[config.mk]
export PLATFORM = sky130hd
export DESIGN_NAME = flr_spm_ctrl
export DESIGN_NICKNAME = d
export VERILOG_FILES = /design/src/flr_pkg.sv /design/src/flr_spm_ctrl.sv
export VERILOG_INCLUDE_DIRS = /design/src
export SDC_FILE = /design/constraint.sdc
export NUM_CORES = 1
export LEC_CHECK = 0
export BUFFER_PORTS_ARGS = -buffer_cell sky130_fd_sc_hd__buf_2
export CAP_MARGIN = 20
export CORE_UTILIZATION = 45
export CTS_CLUSTER_DIAMETER = 120
export DETAILED_ROUTE_END_ITERATION = 12
export PLACE_DENSITY = 0.64
export SYNTH_ARGS = -nofsm -noshare
export SYNTH_HDL_FRONTEND = slang
export SYNTH_SLANG_ARGS = --single-unit
[constraint.sdc]
create_clock -name MCLK_I -period 8.4 [get_ports MCLK_I]
set_clock_uncertainty 0.2 [all_clocks]
set_input_delay 1.68 -clock MCLK_I [delete_from_list [all_inputs] [get_ports MCLK_I]]
set_output_delay 1.68 -clock MCLK_I [all_outputs]
set_load 0.02 [all_outputs]
[src/flr_regs.svh]
// register offsets, field positions, reset values and timing figures of the fuse/lock readback block
`ifndef FLR_REGS_SVH
`define FLR_REGS_SVH

// register byte offsets on the AXI4-Lite slave
`define FLR_ADDR_CTRL     8'h00
`define FLR_ADDR_PTR      8'h04
`define FLR_ADDR_CMD      8'h08
`define FLR_ADDR_RESULT   8'h0c
`define FLR_ADDR_STATUS   8'h10

// prog_mem_ctrl_reg fields
`define FLR_CTRL_SPE      0
`define FLR_CTRL_ERASE    1
`define FLR_CTRL_WRITE    2
`define FLR_CTRL_LOCKSET  3
`define FLR_CTRL_RWWRE    4
`define FLR_CTRL_W        5
`define FLR_CTRL_RST      5'h00

// command register fields
`define FLR_CMD_LOAD      0
`define FLR_CMD_STORE     1

// pointer values that select a configuration byte
`define FLR_PTR_FUSE_LOW  16'h0000
`define FLR_PTR_LOCK      16'h0001
`define FLR_PTR_FUSE_HIGH 16'h0003

// timed window: store allowed while counter >= 1, load while >= 2
`define FLR_WIN_START     3'h4
`define FLR_WIN_LOAD_MIN  3'h2

// flash write duration limits in ns, counted on the rc oscillator
`define FLR_PROG_MIN_NS   64'd3700000
`define FLR_PROG_MAX_NS   64'd4500000

// bus responses
`define FLR_RESP_OKAY     2'h0
`define FLR_RESP_SLVERR   2'h2

`endif

[src/flr_pkg.sv]
// types shared by the fuse/lock readback block
`default_nettype none
package flr_pkg;
  // timed flash operation sequencer
  typedef enum logic [0:0] {
    FLR_OP_IDLE = 1'b0,
    FLR_OP_RUN  = 1'b1
  } flr_op_t;
  // kind of timed flash operation
  typedef enum logic [1:0] {
    FLR_KIND_LOCK  = 2'b00,
    FLR_KIND_ERASE = 2'b01,
    FLR_KIND_WRITE = 2'b10
  } flr_kind_t;
endpackage : flr_pkg
`default_nettype wire

[src/flr_spm_ctrl.sv]
// fuse and lock readback with timed self-programming control behind an AXI4-Lite slave
// Function
// - pointer 0x0001, lock-set and store-enable armed: load within three cycles returns lock byte
// - lock-set and store-enable auto-clear on readback done or window expiry
// - with lock-set and store-enable clear, a load is an ordinary flash byte read
// - lock byte: boot lock bits at 5:2, general lock bits at 1:0
// - pointer 0x0000 armed: load within three cycles returns fuse low byte
// - pointer 0x0003 armed: load within three cycles returns fuse high byte
// - programmed bits read 0, unprogrammed bits read 1
// - flash write in progress completes even across system reset
// - flash write duration counted on the calibrated rc oscillator
// - each erase, write or lock write lasts 3.7 ms to 4.5 ms
// - store within four cycles with lock-set programs boot lock bits whose source bit is zero
//
// The register offsets and the AXI4-Lite register port were left to the implementer.
`default_nettype none
`include "flr_regs.svh"
module flr_spm_ctrl #(
  parameter int unsigned ADDR_W     = 8,
  parameter int unsigned RC_KHZ     = 1000,
  parameter int unsigned PROG_TICKS = int'((`FLR_PROG_MIN_NS * 64'(RC_KHZ) + 64'd999999) / 64'd1000000)
) (
  // clock, resets and enable
  input  wire logic              MCLK_I,
  input  wire logic              RESET_N_I,
  input  wire logic              PWR_RESET_N_I,
  input  wire logic              CE_I,
  // axi4-lite write channels
  input  wire logic              AXI_AWVALID_I,
  output logic                   AXI_AWREADY_O,
  input  wire logic [ADDR_W-1:0] AXI_AWADDR_I,
  input  wire logic [2:0]        AXI_AWPROT_I,
  input  wire logic              AXI_WVALID_I,
  output logic                   AXI_WREADY_O,
  input  wire logic [31:0]       AXI_WDATA_I,
  input  wire logic [3:0]        AXI_WSTRB_I,
  output logic                   AXI_BVALID_O,
  input  wire logic              AXI_BREADY_I,
  output logic [1:0]             AXI_BRESP_O,
  // axi4-lite read channels
  input  wire logic              AXI_ARVALID_I,
  output logic                   AXI_ARREADY_O,
  input  wire logic [ADDR_W-1:0] AXI_ARADDR_I,
  input  wire logic [2:0]        AXI_ARPROT_I,
  output logic                   AXI_RVALID_O,
  input  wire logic              AXI_RREADY_I,
  output logic [31:0]            AXI_RDATA_O,
  output logic [1:0]             AXI_RRESP_O,
  // non-volatile cell state pins, high means programmed, then the rc oscillator input
  input  wire logic [7:0]        FUSE_LOW_PGM_I,
  input  wire logic [7:0]        FUSE_HIGH_PGM_I,
  input  wire logic [5:0]        LOCK_PGM_I,
  input  wire logic              RC_OSC_I,
  // core side
  input  wire logic              EEPROM_WRITE_ACTIVE_I,
  input  wire logic [7:0]        FLASH_DATA_I,
  output logic                   FLASH_RD_O,
  output logic [15:0]            FLASH_ADDR_O,
  output logic                   FLASH_BUSY_O,
  output flr_pkg::flr_kind_t     FLASH_OP_KIND_O,
  output logic [7:0]             LOCK_BITS_O
);
  import flr_pkg::*;

  localparam logic [23:0] PROG_LAST = 24'(PROG_TICKS - 1);

  // configuration byte chosen by the pointer
  function automatic logic [7:0] cfg_byte(input logic [15:0] ptr, input logic [7:0] lock,
                                          input logic [7:0] flo, input logic [7:0] fhi);
    if (ptr == `FLR_PTR_LOCK) cfg_byte = {2'h3, lock[5:0]};
    else if (ptr == `FLR_PTR_FUSE_HIGH) cfg_byte = fhi;
    else cfg_byte = flo;
  endfunction

  // register offset decode, shared by both channels
  function automatic logic reg_hit(input logic [7:0] off);
    reg_hit = (off == `FLR_ADDR_CTRL) || (off == `FLR_ADDR_PTR) || (off == `FLR_ADDR_CMD) ||
              (off == `FLR_ADDR_RESULT) || (off == `FLR_ADDR_STATUS);
  endfunction

  logic                 rst_sys;
  logic                 awr_rdy_q, awr_rdy_d, bvalid_q, bvalid_d, arready_q, arready_d, rvalid_q, rvalid_d;
  logic [1:0]           bresp_q, bresp_d, rresp_q, rresp_d;
  logic [31:0]          rdata_q, rdata_d;
  logic [`FLR_CTRL_W-1:0] ctrl_q, ctrl_d;
  logic [2:0]           win_q, win_d;
  logic [15:0]          ptr_q, ptr_d, addr_q, addr_d;
  logic                 rww_busy_q, rww_busy_d, rd_q, rd_d;
  logic [7:0]           res_q, res_d;
  logic                 res_valid_q, res_valid_d, res_cfg_q, res_cfg_d;
  flr_op_t              op_q, op_d;
  flr_kind_t            kind_q, kind_d;
  logic [23:0]          cnt_q, cnt_d;
  logic [7:0]           src_q, src_d, lock_q, lock_d;
  logic [1:0]           fill_q, fill_d;
  logic [7:0]           flo_s1_q, flo_s2_q, fhi_s1_q, fhi_s2_q;
  logic [5:0]           lk_s1_q, lk_s2_q;
  logic                 rc_s1_q, rc_s2_q, rc_s3_q;
  logic [7:0]           aw_off, ar_off, flo_rd, fhi_rd;
  logic                 wr_acc, rd_acc, ctrl_wr, cmd_wr, load_req, store_req;
  logic                 cfg_load, store_go, op_start, op_end, rc_tick;

  assign rst_sys = !RESET_N_I || !PWR_RESET_N_I;
  assign aw_off  = AXI_AWADDR_I[7:0];
  assign ar_off  = AXI_ARADDR_I[7:0];
  // cells report programmed as high, readback inverts them
  // programmed reads zero
  assign flo_rd  = ~flo_s2_q;
  assign fhi_rd  = ~fhi_s2_q;
  // rc edge taken from the second and third stages, never the first
  // rc oscillator timebase
  assign rc_tick = rc_s2_q && !rc_s3_q;

  // request decode; address and data are taken together in one cycle
  assign wr_acc    = awr_rdy_q && AXI_AWVALID_I && AXI_WVALID_I;
  assign rd_acc    = arready_q && AXI_ARVALID_I;
  // an eeprom write or running flash op locks out control writes
  assign ctrl_wr   = wr_acc && (aw_off == `FLR_ADDR_CTRL) && AXI_WSTRB_I[0] &&
                     !EEPROM_WRITE_ACTIVE_I && (op_q == FLR_OP_IDLE);
  assign cmd_wr    = wr_acc && (aw_off == `FLR_ADDR_CMD) && AXI_WSTRB_I[0];
  assign load_req  = cmd_wr && AXI_WDATA_I[`FLR_CMD_LOAD];
  assign store_req = cmd_wr && AXI_WDATA_I[`FLR_CMD_STORE] && !AXI_WDATA_I[`FLR_CMD_LOAD];
  assign cfg_load  = load_req && ctrl_q[`FLR_CTRL_SPE] && ctrl_q[`FLR_CTRL_LOCKSET] &&
                     (win_q >= `FLR_WIN_LOAD_MIN);
  assign store_go  = store_req && ctrl_q[`FLR_CTRL_SPE] && (win_q != 3'h0) && !EEPROM_WRITE_ACTIVE_I;
  assign op_start  = store_go && (ctrl_q[`FLR_CTRL_LOCKSET] || ctrl_q[`FLR_CTRL_ERASE] ||
                     ctrl_q[`FLR_CTRL_WRITE]);
  assign op_end    = (op_q == FLR_OP_RUN) && rc_tick && (cnt_q == PROG_LAST);

  // bus slave next state; one write and one read in flight
  always_comb begin
    awr_rdy_d = awr_rdy_q;
    bvalid_d  = bvalid_q;
    bresp_d   = bresp_q;
    arready_d = arready_q;
    rvalid_d  = rvalid_q;
    rresp_d   = rresp_q;
    rdata_d   = rdata_q;
    if (wr_acc) begin
      awr_rdy_d = 1'b0;
      bvalid_d  = 1'b1;
      bresp_d   = reg_hit(aw_off) ? `FLR_RESP_OKAY : `FLR_RESP_SLVERR;
    end else if (bvalid_q && AXI_BREADY_I) begin
      bvalid_d  = 1'b0;
      awr_rdy_d = 1'b1;
    end
    if (rd_acc) begin
      arready_d = 1'b0;
      rvalid_d  = 1'b1;
      rresp_d   = reg_hit(ar_off) ? `FLR_RESP_OKAY : `FLR_RESP_SLVERR;
      unique case (ar_off)
        `FLR_ADDR_CTRL:   rdata_d = {24'h0, 1'b0, rww_busy_q, 1'b0, ctrl_q};
        `FLR_ADDR_PTR:    rdata_d = {16'h0, ptr_q};
        `FLR_ADDR_RESULT: rdata_d = {22'h0, res_cfg_q, res_valid_q, res_q};
        `FLR_ADDR_STATUS: rdata_d = {16'h0, lock_q, 6'h0, EEPROM_WRITE_ACTIVE_I, op_q == FLR_OP_RUN};
        default:          rdata_d = 32'h0;
      endcase
    end else if (rvalid_q && AXI_RREADY_I) begin
      rvalid_d  = 1'b0;
      arready_d = 1'b1;
    end
  end

  // bus slave registers
  always_ff @(posedge MCLK_I) begin
    if (rst_sys) begin
      awr_rdy_q <= 1'b1;
      bvalid_q  <= 1'b0;
      bresp_q   <= `FLR_RESP_OKAY;
      arready_q <= 1'b1;
      rvalid_q  <= 1'b0;
      rresp_q   <= `FLR_RESP_OKAY;
      rdata_q   <= 32'h0;
    end else if (CE_I) begin
      awr_rdy_q <= awr_rdy_d;
      bvalid_q  <= bvalid_d;
      bresp_q   <= bresp_d;
      arready_q <= arready_d;
      rvalid_q  <= rvalid_d;
      rresp_q   <= rresp_d;
      rdata_q   <= rdata_d;
    end
  end

  // control, window, pointer and readback next state
  always_comb begin
    ctrl_d      = ctrl_q;
    win_d       = (win_q != 3'h0) ? win_q - 3'h1 : 3'h0;
    ptr_d       = ptr_q;
    addr_d      = addr_q;
    rww_busy_d  = rww_busy_q;
    rd_d        = 1'b0;
    res_d       = res_q;
    res_valid_d = res_valid_q;
    res_cfg_d   = res_cfg_q;
    if (wr_acc && (aw_off == `FLR_ADDR_PTR)) begin
      if (AXI_WSTRB_I[0]) ptr_d[7:0] = AXI_WDATA_I[7:0];
      if (AXI_WSTRB_I[1]) ptr_d[15:8] = AXI_WDATA_I[15:8];
    end
    if (ctrl_wr) begin
      ctrl_d = AXI_WDATA_I[`FLR_CTRL_W-1:0];
      win_d  = AXI_WDATA_I[`FLR_CTRL_SPE] ? `FLR_WIN_START : 3'h0;
    end else if (cfg_load) begin
      res_d       = cfg_byte(ptr_q, lock_q, flo_rd, fhi_rd);
      res_valid_d = 1'b1;
      res_cfg_d   = 1'b1;
      ctrl_d[`FLR_CTRL_SPE]     = 1'b0;
      ctrl_d[`FLR_CTRL_LOCKSET] = 1'b0;
      win_d = 3'h0;
    end else if (load_req) begin
      rd_d        = 1'b1;
      addr_d      = ptr_q;
      res_valid_d = 1'b0;
    end else if (store_go) begin
      win_d = 3'h0;
      if (op_start) begin
        addr_d = ptr_q;
        if (!ctrl_q[`FLR_CTRL_LOCKSET]) rww_busy_d = 1'b1;
      end else begin
        // read-enable or page-load store frees the rww section
        ctrl_d     = `FLR_CTRL_RST;
        rww_busy_d = 1'b0;
      end
    end
    // clear on window expiry; a late load that became a plain read must not leave it armed
    if (!ctrl_wr && !store_go && win_q == 3'h1 && op_q == FLR_OP_IDLE) ctrl_d = `FLR_CTRL_RST;
    // a finished flash op drops store-enable so software polling sees it
    if (op_end) ctrl_d = `FLR_CTRL_RST;
    if (rd_q) begin
      res_d       = FLASH_DATA_I;
      res_valid_d = 1'b1;
      res_cfg_d   = 1'b0;
    end
  end

  // control registers, cleared by either reset; rww_busy_q survives a system reset under a running op
  always_ff @(posedge MCLK_I) begin
    if (rst_sys) begin
      ctrl_q      <= `FLR_CTRL_RST;
      win_q       <= 3'h0;
      ptr_q       <= 16'h0;
      addr_q      <= 16'h0;
      // a flash op that outlives a system reset keeps its section blocked
      rww_busy_q  <= PWR_RESET_N_I && (op_q == FLR_OP_RUN) && rww_busy_q;
      rd_q        <= 1'b0;
      res_q       <= 8'h0;
      res_valid_q <= 1'b0;
      res_cfg_q   <= 1'b0;
    end else if (CE_I) begin
      ctrl_q      <= ctrl_d;
      win_q       <= win_d;
      ptr_q       <= ptr_d;
      addr_q      <= addr_d;
      rww_busy_q  <= rww_busy_d;
      rd_q        <= rd_d;
      res_q       <= res_d;
      res_valid_q <= res_valid_d;
      res_cfg_q   <= res_cfg_d;
    end
  end

  // flash op sequencer and lock image next state
  always_comb begin
    op_d     = op_q;
    kind_d   = kind_q;
    cnt_d    = cnt_q;
    src_d    = src_q;
    lock_d   = lock_q;
    fill_d   = (fill_q == 2'h3) ? fill_q : fill_q + 2'h1;
    // lock image follows the synchroniser until its stages hold the pins, then stays put
    if (fill_q != 2'h3) lock_d = {2'h3, ~lk_s2_q};
    unique case (op_q)
      FLR_OP_IDLE: begin
        if (op_start) begin
          op_d   = FLR_OP_RUN;
          cnt_d  = 24'h0;
          src_d  = AXI_WSTRB_I[1] ? AXI_WDATA_I[15:8] : 8'hff;
          kind_d = ctrl_q[`FLR_CTRL_LOCKSET] ? FLR_KIND_LOCK :
                   ctrl_q[`FLR_CTRL_ERASE] ? FLR_KIND_ERASE : FLR_KIND_WRITE;
        end
      end
      FLR_OP_RUN: begin
        if (rc_tick) begin
          if (cnt_q == PROG_LAST) begin
            op_d = FLR_OP_IDLE;
            // program boot lock bits whose source bit is zero
            if (kind_q == FLR_KIND_LOCK) lock_d[5:2] = lock_q[5:2] & src_q[5:2];
          end else begin
            cnt_d = cnt_q + 24'h1;
          end
        end
      end
    endcase
  end

  // sequencer registers; only power reset stops a running op
  always_ff @(posedge MCLK_I) begin
    if (!PWR_RESET_N_I) begin
      op_q     <= FLR_OP_IDLE;
      kind_q   <= FLR_KIND_LOCK;
      cnt_q    <= 24'h0;
      src_q    <= 8'hff;
      lock_q   <= 8'hff;
      fill_q   <= 2'h0;
      flo_s1_q <= 8'h0;
      flo_s2_q <= 8'h0;
      fhi_s1_q <= 8'h0;
      fhi_s2_q <= 8'h0;
      lk_s1_q  <= 6'h0;
      lk_s2_q  <= 6'h0;
      rc_s1_q  <= 1'b0;
      rc_s2_q  <= 1'b0;
      rc_s3_q  <= 1'b0;
    end else if (CE_I) begin
      op_q     <= op_d;
      kind_q   <= kind_d;
      cnt_q    <= cnt_d;
      src_q    <= src_d;
      lock_q   <= lock_d;
      fill_q   <= fill_d;
      flo_s1_q <= FUSE_LOW_PGM_I;
      flo_s2_q <= flo_s1_q;
      fhi_s1_q <= FUSE_HIGH_PGM_I;
      fhi_s2_q <= fhi_s1_q;
      lk_s1_q  <= LOCK_PGM_I;
      lk_s2_q  <= lk_s1_q;
      rc_s1_q  <= RC_OSC_I;
      rc_s2_q  <= rc_s1_q;
      rc_s3_q  <= rc_s2_q;
    end
  end

  // outputs straight from flip-flops
  assign AXI_AWREADY_O   = awr_rdy_q;
  assign AXI_WREADY_O    = awr_rdy_q;
  assign AXI_BVALID_O    = bvalid_q;
  assign AXI_BRESP_O     = bresp_q;
  assign AXI_ARREADY_O   = arready_q;
  assign AXI_RVALID_O    = rvalid_q;
  assign AXI_RDATA_O     = rdata_q;
  assign AXI_RRESP_O     = rresp_q;
  assign FLASH_RD_O      = rd_q;
  assign FLASH_ADDR_O    = addr_q;
  assign FLASH_BUSY_O    = op_q;
  assign FLASH_OP_KIND_O = kind_q;
  assign LOCK_BITS_O     = lock_q;

  // independent tally of rc ticks under a running op, so the length check does not lean on cnt_q
  logic [23:0] tally_q, tally_d;
  always_comb begin
    tally_d = (op_q == FLR_OP_IDLE) ? 24'h0 : tally_q + 24'(rc_tick);
  end
  always_ff @(posedge MCLK_I) begin
    if (!PWR_RESET_N_I) begin
      tally_q <= 24'h0;
    end else if (CE_I) begin
      tally_q <= tally_d;
    end
  end
endmodule // flr_spm_ctrl
`default_nettype wire

==> results of run 1 <==
stage by stage:
step / hold slack (ns) / power [mW] / area, um^2 / utilization, % / cells
2_1_floorplan: 0.243 / 0.874 / 7460 / - / 810
4_1_cts: 0.259 / 1.71 / 8650 / 54.2 / 1121
3_5_place_dp: 0.245 / 0.908 / 8040 / 50.4 / 1091
5_1_grt: 0.286 / 1.76 / 8650 / 54.2 / 1121
6_report: 0.247 / 1.70 / 8650 / 54.2 / 1121
3_3_place_gp: 0.233 / 0.907 / 8040 / 50.4 / 1091
power groups by stage:
stage	clock network, mW	registers (mW)	logic [mW]
final	0.805	0.786	0.105
after global routing	0.852	0.788	0.116
after CTS	0.817	0.786	0.106
after detailed placement	0	0.803	0.105
after global placement	0	0.802	0.105
after floorplan	0	0.801	0.0730
placed cells by master (no fill, tap or decap), drive strengths merged, types with 9 or more instances in the layout:
master  instances
a21oi          39
a22oi          11
and3            9
buf           128
clkbuf         20
conb           20
dfxtp         159
inv            12
mux2i          89
nand2          45
nand3          28
nor2           78
nor2b          52
nor3           12
nor4            9
o211ai         15
o21ai          36
o22a           12
or3             9
xnor2          17
sequential cells by signal (all words and copies together) (netlist names), 4 cells and up:
| signal | count |
|---|---|
| cnt_q | 24 |
| LOCK_BITS_O | 6 |
| flo_s2_q | 8 |
| AXI_RDATA_O | 16 |
| res_q | 8 |
| fhi_s2_q | 8 |
| flo_s1_q | 8 |
| lk_s1_q | 6 |
| ctrl_q | 5 |
| ptr_q | 16 |
| fhi_s1_q | 8 |
| lk_s2_q | 6 |
| src_q | 4 |
| FLASH_ADDR_O | 16 |
worst max-delay path: stages:
cell     delay (ns)
buf_2          0.10
or4_4          0.57
nor4_4         0.41
nand4_2        0.76
nand2_1        0.92
or4_1          0.21
nand2_1        0.05
per-layer routing:
| metal | routed length (um) | part of all wire [%] | GRT usage, % | up-vias |
|---|---|---|---|---|
| met3 | 969 | 5.4 | 3.90 | 23 |
| met1 | 8630 | 48 | 29.4 | 2764 |
| li1 | - | - | - | 2999 |
| met4 | 253 | 1.4 | 7.39 | 0 |
| met5 | 0 | 0 | 0 | - |
| met2 | 8200 | 45 | 34.8 | 168 |
how the worst max path moves through the flow:
stage / startpoint / end
after detailed placement: AXI_AWADDR_I[0] / cnt_q[15]$_SDFFE_PN0P_
after CTS: AXI_AWADDR_I[0] / cnt_q[15]$_SDFFE_PN0P_
after floorplan: AXI_AWADDR_I[0] / FLASH_ADDR_O[10]$_SDFFE_PP0P_
final: AXI_AWADDR_I[0] / cnt_q[15]$_SDFFE_PN0P_
after global placement: AXI_AWADDR_I[0] / cnt_q[15]$_SDFFE_PN0P_
after global routing: AXI_AWADDR_I[0] / cnt_q[15]$_SDFFE_PN0P_
kinds of logic (layout without fill, tap and decap cells):
family,Yosys count,in the layout,share of synthesized area (%)
AO/OA/AOI/OAI,145,145,13.8
XOR/XNOR,19,19,2.25
adder cells (fa/ha/maj),4,4,0.677
buffers and inverters,74,169,5.31
flip-flops,160,160,43.4
multiplexers,97,97,13.3
other,2,20,0.102
AND/OR/NAND/NOR,291,291,21.2
layout make-up:
class	count	area [um^2]
inverters	11	41.3
well taps	216	270
repair buffers	128	656
clock inverters	10	161
fillers	1474	7290
multi-input cells	576	3860
flip-flops and latches	160	3210
clock buffers	20	447
==> flow_summary.json, run 1 <==
{
  "cp-end-kind": "flop",
  "peakVddDrop_v": 0.000146,
  "synth-edff-count": 1,
  "clkPwrFrac_pct": 47.4,
  "r2r_start": "win_q[1]$_SDFFE_PP0P_",
  "drv_cap": 0,
  "final-max-slew-violation-count": 0,
  "htree_levels": 4,
  "fin_ws_ns": 3.79,
  "grt-ovfl-total": 0,
  "yosysUniqueCellTypes": 66,
  "p_sw_uw": 378,
  "grt_first_pass_wirelength_um": 28200,
  "critical_path_class": "in2reg",
  "max_slew_margin_pct": 34.8,
  "avgSynthCellArea_um2": 9.34,
  "regToRegEndpoint": "cnt_q[15]$_SDFFE_PN0P_",
  "finalCritPeriodShare_pct": 54.9,
  "die_x_um": 130,
  "area_growth_pct": 16.9,
  "crit_path_start_kind": "input pin",
  "antenna_found_initial": 0,
  "drive_above_1_share_pct": 21.7,
  "outcome": "complete, no violations",
  "cts_hold_buf": 0,
  "pre_cts_slack_ns": 3.35,
  "wl_per_cell_um": 16.1,
  "synth_top_area_share_pct": 43.0,
  "pwr_density_cell_nw_per_um2": 196,
  "ioPinCount": 168,
  "cts_setup_buffers": 0,
  "core_um2": 15900,
  "routed_wl_um": 18100,
  "clk_latency_ns": 0.43,
  "antenna_cells": 0,
  "p_leak_nw": 3.57,
  "drt-initial-drc-count": 337,
  "cts_root_buf": "clkbuf_16",
  "worstPathMaxFanout": 25,
  "min_path_type": "reg2reg",
  "cts_buffers": 17,
  "clkTransAtPathRegs_ns": 0.06,
  "worst_slew_pin_slew_ns": 0.978,
  "grt_usage_pct": 21.7,
  "swShare_pct": 22.3,
  "clock-sinks": 160,
  "vias": 5954,
  "start_util_pct": 46.4,
  "grt_pass1_vias": 5348,
  "syn-cell-area_um2": 7400,
  "synthCells": 792,
  "gp_routability_congestion": 0.856,
  "routed_via_density": 5.31,
  "synth_most_common_cell": "dfxtp_1",
  "hold_viol_final": 0,
  "pwr-share-comb_pct": 6.2,
  "fp.dieArea_um2": 17000,
  "p_seq_share_pct": 46.3,
  "period_needed_ns": 4.61,
  "nets": 997,
  "internal_power_mw": 1.32,
  "setup_viol": 0,
  "synth_seq_cells": 160,
  "drc_errors": 0,
  "rows": 46,
  "port_buffers": 123,
  "max_freq_mhz": 217,
  "yosys.area.top_type": "dfxtp_1",
  "cts_tree": "yes",
  "dieHeight_um": 130,
  "grt_max_degree": 72,
  "first_pass_iters": 5,
  "seq_area_frac_synth_pct": 43.4,
  "postSynth.asyncResetShare_pct": 0,
  "ant_nets": 0,
  "dp_hpwl_um": 12900,
  "synth_area_leaders": "dfxtp_1 43%, mux2i_1 12%, nor2b_1 4.4%",
  "ff2ff_setup_slack_ns": 4.70,
  "clockBufferDepth": 2,
  "hold_path_depth": 2,
  "hold_start": "AXI_RDATA_O[15]$_SDFFE_PP0P_",
  "whs_endpoint": "AXI_RDATA_O[15]$_SDFFE_PP0P_",
  "tns_ns": 0,
  "synthFlopType": "dfxtp_1",
  "cts_resized": 0,
  "crit_required_ns": 8.51,
  "synth_common_cells": "159 x dfxtp_1, 89 x mux2i_1, 77 x nor2_1, 52 x nor2b_1, 45 x nand2_1",
  "rsz0062_at_grt": "false",
  "ys_warn_count": 0,
  "reg2reg_depth": 9,
  "crit_arrival_ns": 4.73
}
(Power assumes the default switching activity.)
==> run 2: changes to the inputs <==
--- a/config.mk
+++ b/config.mk
@@ -11,7 +11,7 @@
 export CORE_UTILIZATION = 45
 export CTS_CLUSTER_DIAMETER = 120
 export DETAILED_ROUTE_END_ITERATION = 12
-export PLACE_DENSITY = 0.64
+export PLACE_DENSITY = 0.67
 export SYNTH_ARGS = -nofsm -noshare
 export SYNTH_HDL_FRONTEND = slang
 export SYNTH_SLANG_ARGS = --single-unit
==> constraint.sdc (replaced) <==
create_clock -name MCLK_I -period 4 [get_ports MCLK_I]
set_clock_uncertainty 0.2 [all_clocks]
set_input_delay 0.8 -clock MCLK_I [delete_from_list [all_inputs] [get_ports MCLK_I]]
set_output_delay 0.8 -clock MCLK_I [all_outputs]
set_load 0.02 [all_outputs]
==> run 2 against run 1 <==
Against the previous run:
- non-clock buffer count increased by 7
- flip-flop and latch count is the same
- routed wire length rose by 0.44%
- power is 100% higher
- setup slack got worse by 2.8 ns
- register-to-register slack worse by 3.7 ns
- cell count is 0.71% higher
- critical path depth is the same
- via count grew 1.1%
- sequential share of layout area down 0.054 points
- die area unchanged
- largest cell class unchanged
- largest power group is now sequential cells
==> flow_summary.json, run 2 (synthesis results as in run 1) <==
{
  "outcome": "complete, no violations",
  "area_growth_pct": 17.1,
  "nets": 1004,
  "hold_start": "AXI_RDATA_O[5]$_SDFFE_PP0P_",
  "peakVddDrop_v": 0.000312,
  "cts_tree": "yes",
  "route.met2.wl_um": 8270,
  "ant_nets": 0,
  "clockBufferDepth": 2,
  "crit_required_ns": 4.16,
  "dp_hpwl_um": 13300,
  "routed_wl_um": 18100,
  "rows": 46,
  "regMostFlops": "cnt_q",
  "antenna_cells": 0,
  "ff2ff_setup_slack_ns": 1.04,
  "reg2reg_depth": 9,
  "top_layer": "met4",
  "cts_hold_buf": 0,
  "first_pass_iters": 5,
  "worstPathMaxFanout": 12,
  "period_needed_ns": 3.02,
  "wl_per_cell_um": 16.1,
  "layout_commonest_cell": "dfxtp_1",
  "regToRegEndpoint": "cnt_q[11]$_SDFFE_PN0P_",
  "place_area_um2": 8090,
  "min_path_type": "reg2reg",
  "cts_root_buf": "clkbuf_16",
  "crit_path_start_kind": "input pin",
  "largest_reg_flops": 24,
  "grt_usage_pct": 22.0,
  "port_buffers": 123,
  "final_area_um2": 8660,
  "drive_above_1_share_pct": 22.1,
  "fin_ws_ns": 0.976,
  "critical_path_class": "in2reg",
  "htree_levels": 4,
  "r2r_start": "win_q[1]$_SDFFE_PP0P_",
  "max_slew_margin_pct": 33.7,
  "cts_resized": 0,
  "grt_max_degree": 66,
  "setup_viol": 0,
  "gp_routability_congestion": 0.881,
  "crit_arrival_ns": 3.18,
  "cp-end-kind": "flop",
  "whs_endpoint": "AXI_RDATA_O[5]$_SDFFE_PP0P_",
  "die_x_um": 130,
  "drt-met1-wl_um": 8720,
  "ioPinCount": 168,
  "wl_met3_um": 784,
  "routed_via_density": 5.33,
  "clock-sinks": 160,
  "final-max-slew-violation-count": 0,
  "grt_pass1_vias": 5462,
  "core_um2": 15900,
  "hold_viol_final": 0,
  "antenna_found_initial": 0,
  "fp.dieArea_um2": 17000,
  "cts_setup_buffers": 0,
  "worst_slew_pin_slew_ns": 0.994,
  "postLayoutCoreUtil_pct": 54.3,
  "drc_errors": 0,
  "dieHeight_um": 130,
  "clkTransAtPathRegs_ns": 0.06,
  "total_power_mw": 3.45,
  "finalCritPeriodShare_pct": 75.6,
  "vias": 6022,
  "drv_cap": 0,
  "drt-initial-drc-count": 388,
  "clk_latency_ns": 0.42,
  "pwr_density_cell_nw_per_um2": 399,
  "layout_common_cells": "159 x dfxtp_1, 122 x buf_2, 89 x mux2i_1",
  "tns_ns": 0,
  "grt-ovfl-total": 0,
  "hold_path_depth": 2,
  "pre_cts_slack_ns": 0.549,
  "max_freq_mhz": 331,
  "grt_first_pass_wirelength_um": 28500,
  "start_util_pct": 46.4,
  "cts_buffers": 17,
  "rsz0062_at_grt": "false",
  "p_leak_nw": 3.59
}
run 2: layout make-up:
type | instances | area [um^2]
repair buffers | 135 | 708
clock buffers | 22 | 464
fillers | 1447 | 7280
inverters | 11 | 41.3
well taps | 216 | 270
clock inverters | 9 | 106
multi-input cells | 576 | 3860
flip-flops and latches | 160 | 3210
run 2: worst max path at each step:
stage	slack, ns	end	cells after the start	start
floorplan	0.97	FLASH_ADDR_O[10]$_SDFFE_PP0P_	7	AXI_AWADDR_I[0]
global placement	0.57	cnt_q[16]$_SDFFE_PN0P_	8	AXI_AWADDR_I[0]
finish	0.98	cnt_q[11]$_SDFFE_PN0P_	7	AXI_AWADDR_I[0]
global route	0.80	cnt_q[13]$_SDFFE_PN0P_	10	win_q[1]$_SDFFE_PP0P_
CTS	0.99	cnt_q[11]$_SDFFE_PN0P_	7	AXI_AWADDR_I[0]
detailed placement	0.55	cnt_q[11]$_SDFFE_PN0P_	7	AXI_AWADDR_I[0]
run 2: report_power, final:
group | leakage, nW | switching [mW] | total (mW) | internal [mW]
Clock | 0.285 | 0.629 | 1.58 | 0.949
Combinational | 2.01 | 0.133 | 0.225 | 0.0920
Sequential | 1.30 | 0.0240 | 1.65 | 1.63
run 2: metal layers:
layer / up-vias / track usage (%)
met5: - / 0
met4: 0 / 8.21
met3: 26 / 3.65
met2: 156 / 35.0
met1: 2828 / 29.9
li1: 3012 / -
run 2: stage by stage:
step / hold slack [ns] / instances
3_5_place_dp: 0.244 / 1098
5_1_grt: 0.277 / 1129
6_report: 0.248 / 1129
4_1_cts: 0.252 / 1129
3_3_place_gp: 0.237 / 1098
2_1_floorplan: 0.243 / 810
run 2: worst max-delay path: stages:
cell and delay [ns]:
buf_2 0.10, or4_4 0.57, nor4_4 0.41, and4_1 0.49, o21ai_4 0.17, or4_1 0.49
a21oi_1 0.14
==> run 3: changes to the inputs <==
==> constraint.sdc (replaced) <==
create_clock -name MCLK_I -period 2.5 [get_ports MCLK_I]
set_clock_uncertainty 0.2 [all_clocks]
set_input_delay 0.5 -clock MCLK_I [delete_from_list [all_inputs] [get_ports MCLK_I]]
set_output_delay 0.5 -clock MCLK_I [all_outputs]
set_load 0.02 [all_outputs]
==> run 3 against run 2 <==
Against the previous run:
- cell count is 5.3% higher
- critical path depth up 3
- sequential power is 60% higher
- first-iteration DRC count up 13%
- cell area is 8.8% higher
- clock-buffer cell count is 2 lower
- via count increased by 4.3%
- largest cell class unchanged
==> flow_summary.json, run 3 (synthesis results as in run 1) <==
{
  "outcome": "complete, no violations",
  "max_slew_margin_pct": 60.0,
  "crit_required_ns": 2.61,
  "max_freq_mhz": 407,
  "ant_nets": 0,
  "vias": 6283,
  "clockBufferDepth": 2,
  "antenna_found_initial": 1,
  "htree_levels": 4,
  "dp_hpwl_um": 14000,
  "clock-sinks": 160,
  "reg2reg_depth": 10,
  "top_layer": "met4",
  "routed_wl_um": 19200,
  "crit_path_start_kind": "flop",
  "tns_ns": 0,
  "wl_per_cell_um": 16.1,
  "place_area_um2": 8500,
  "finalHoldWorstSlack_ns": 0.121,
  "period_needed_ns": 2.46,
  "ff2ff_setup_slack_ns": 0.04,
  "cp-end-kind": "flop",
  "final_area_um2": 9430,
  "pwr_density_cell_nw_per_um2": 638,
  "worst_slew_pin_slew_ns": 0.599,
  "grt_pass1_vias": 5762,
  "grt_first_pass_wirelength_um": 29700,
  "total_power_mw": 6.01,
  "cts_tree": "yes",
  "final-instance-count-excl-fill": 1189,
  "place_inst": 1146,
  "core_um2": 15900,
  "cts_hold_buf": 0,
  "hold_viol_final": 0,
  "ioPinCount": 168,
  "die_x_um": 130,
  "gp_routability_congestion": 0.961,
  "grt_max_degree": 67,
  "start_util_pct": 46.4,
  "drive_above_1_share_pct": 28.7,
  "peakVddDrop_v": 0.000443,
  "crit_arrival_ns": 2.57,
  "first_pass_iters": 9,
  "critical_path_class": "reg2reg",
  "final-max-slew-violation-count": 0,
  "largest_reg_flops": 24,
  "postLayoutCoreUtil_pct": 59.1,
  "drt-initial-drc-count": 440,
  "hold_path_depth": 3,
  "clkTransAtPathRegs_ns": 0.06,
  "setup_viol": 0,
  "r2r_start": "win_q[0]$_SDFFE_PP0P_",
  "cts_root_buf": "clkbuf_16",
  "layout_common_cells": "157 x dfxtp_1, 122 x buf_2, 89 x mux2i_1",
  "fin_ws_ns": 0.0411,
  "rows": 46,
  "port_buffers": 123,
  "clk_latency_ns": 0.42,
  "routed_via_density": 5.28,
  "p_leak_nw": 3.99,
  "grt_usage_pct": 23.0,
  "drc_errors": 0,
  "area_growth_pct": 27.5,
  "pre_cts_slack_ns": -0.406,
  "regToRegEndpoint": "cnt_q[17]$_SDFFE_PN0P_",
  "worstPathMaxFanout": 6,
  "dieHeight_um": 130,
  "layout_commonest_cell": "dfxtp_1",
  "whs_endpoint": "ptr_q[6]$_SDFFE_PP0P_",
  "fp.dieArea_um2": 17000,
  "grt-ovfl-total": 0,
  "route.met2.wl_um": 9020,
  "drt-met1-wl_um": 8770,
  "wl_met3_um": 833,
  "nets": 1062,
  "cts_buffers": 17,
  "regMostFlops": "cnt_q",
  "min_path_type": "in2reg",
  "rsz0062_at_grt": "true",
  "drv_cap": 0,
  "finalCritPeriodShare_pct": 98.4,
  "hold_start": "AXI_WDATA_I[6]"
}
[run 3: changes by cell type in the layout (fill, tap and decap cells not counted), moves of 3 or more]
cell,previous run,this run
buf_4,13,66
a21oi_1,36,30
a21oi_2,3,9
bufinv_16,2,6
a2111oi_2,5,2
a2111oi_4,0,3
clkinv_2,4,1
[run 3: worst max-delay path by stage]
stage                                      from                      to  slack [ns]  depth (start not counted)
after floorplan                 AXI_AWADDR_I[6]  cnt_q[12]$_SDFFE_PN0P_       -0.19                          8
after global placement          AXI_AWADDR_I[6]  cnt_q[14]$_SDFFE_PN0P_       -0.37                          9
after detailed placement        AXI_AWADDR_I[6]  cnt_q[14]$_SDFFE_PN0P_       -0.41                          9
after CTS                 win_q[0]$_SDFFE_PP0P_  cnt_q[14]$_SDFFE_PN0P_        0.02                         11
after global routing      win_q[0]$_SDFFE_PP0P_  cnt_q[17]$_SDFFE_PN0P_       -0.07                         10
final                     win_q[0]$_SDFFE_PP0P_  cnt_q[17]$_SDFFE_PN0P_        0.04                         10
[run 3: timing repair]
action | CTS | global route
gates cloned | 0 | 1
pin swaps | 1 | 11
setup endpoints to repair | 6 | 25
resized for setup | 0 | 22
buffers inserted | 1 | 8
[run 3: power breakdown]
part           switching [mW]  leakage [nW]  internal (mW)
Clock                    1.05         0.335           1.94
Sequential             0.0389          1.30           2.60
Combinational           0.221          2.35          0.167
[run 3: layout make-up]
| cell class | count | area [um^2] |
|---|---|---|
| well taps | 216 | 270 |
| clock inverters | 12 | 229 |
| clock buffers | 20 | 457 |
| fillers | 1432 | 6520 |
| repair buffers | 193 | 1200 |
| inverters | 11 | 41.3 |
| diodes | 1 | 2.50 |
| flip-flops and latches | 160 | 3220 |
| multi-input cells | 576 | 4010 |
[run 3: routing by layer]
layer,vias up,track usage (%)
met5,-,0
met4,0,9.58
met3,34,3.81
met2,177,37.1
met1,2952,30.3
li1,3120,-
[run 3: critical path, stage by stage, from the launching register on]
cell	delay, ns
dfxtp_2	0.32
or2_4	0.12
inv_2	0.04
ha_4	0.15
nand4bb_4	0.24
nor3_4	0.29
nand4_4	0.19
buf_8	0.21
a2111oi_4	0.36
xnor2_1	0.16
nor2_1	0.06
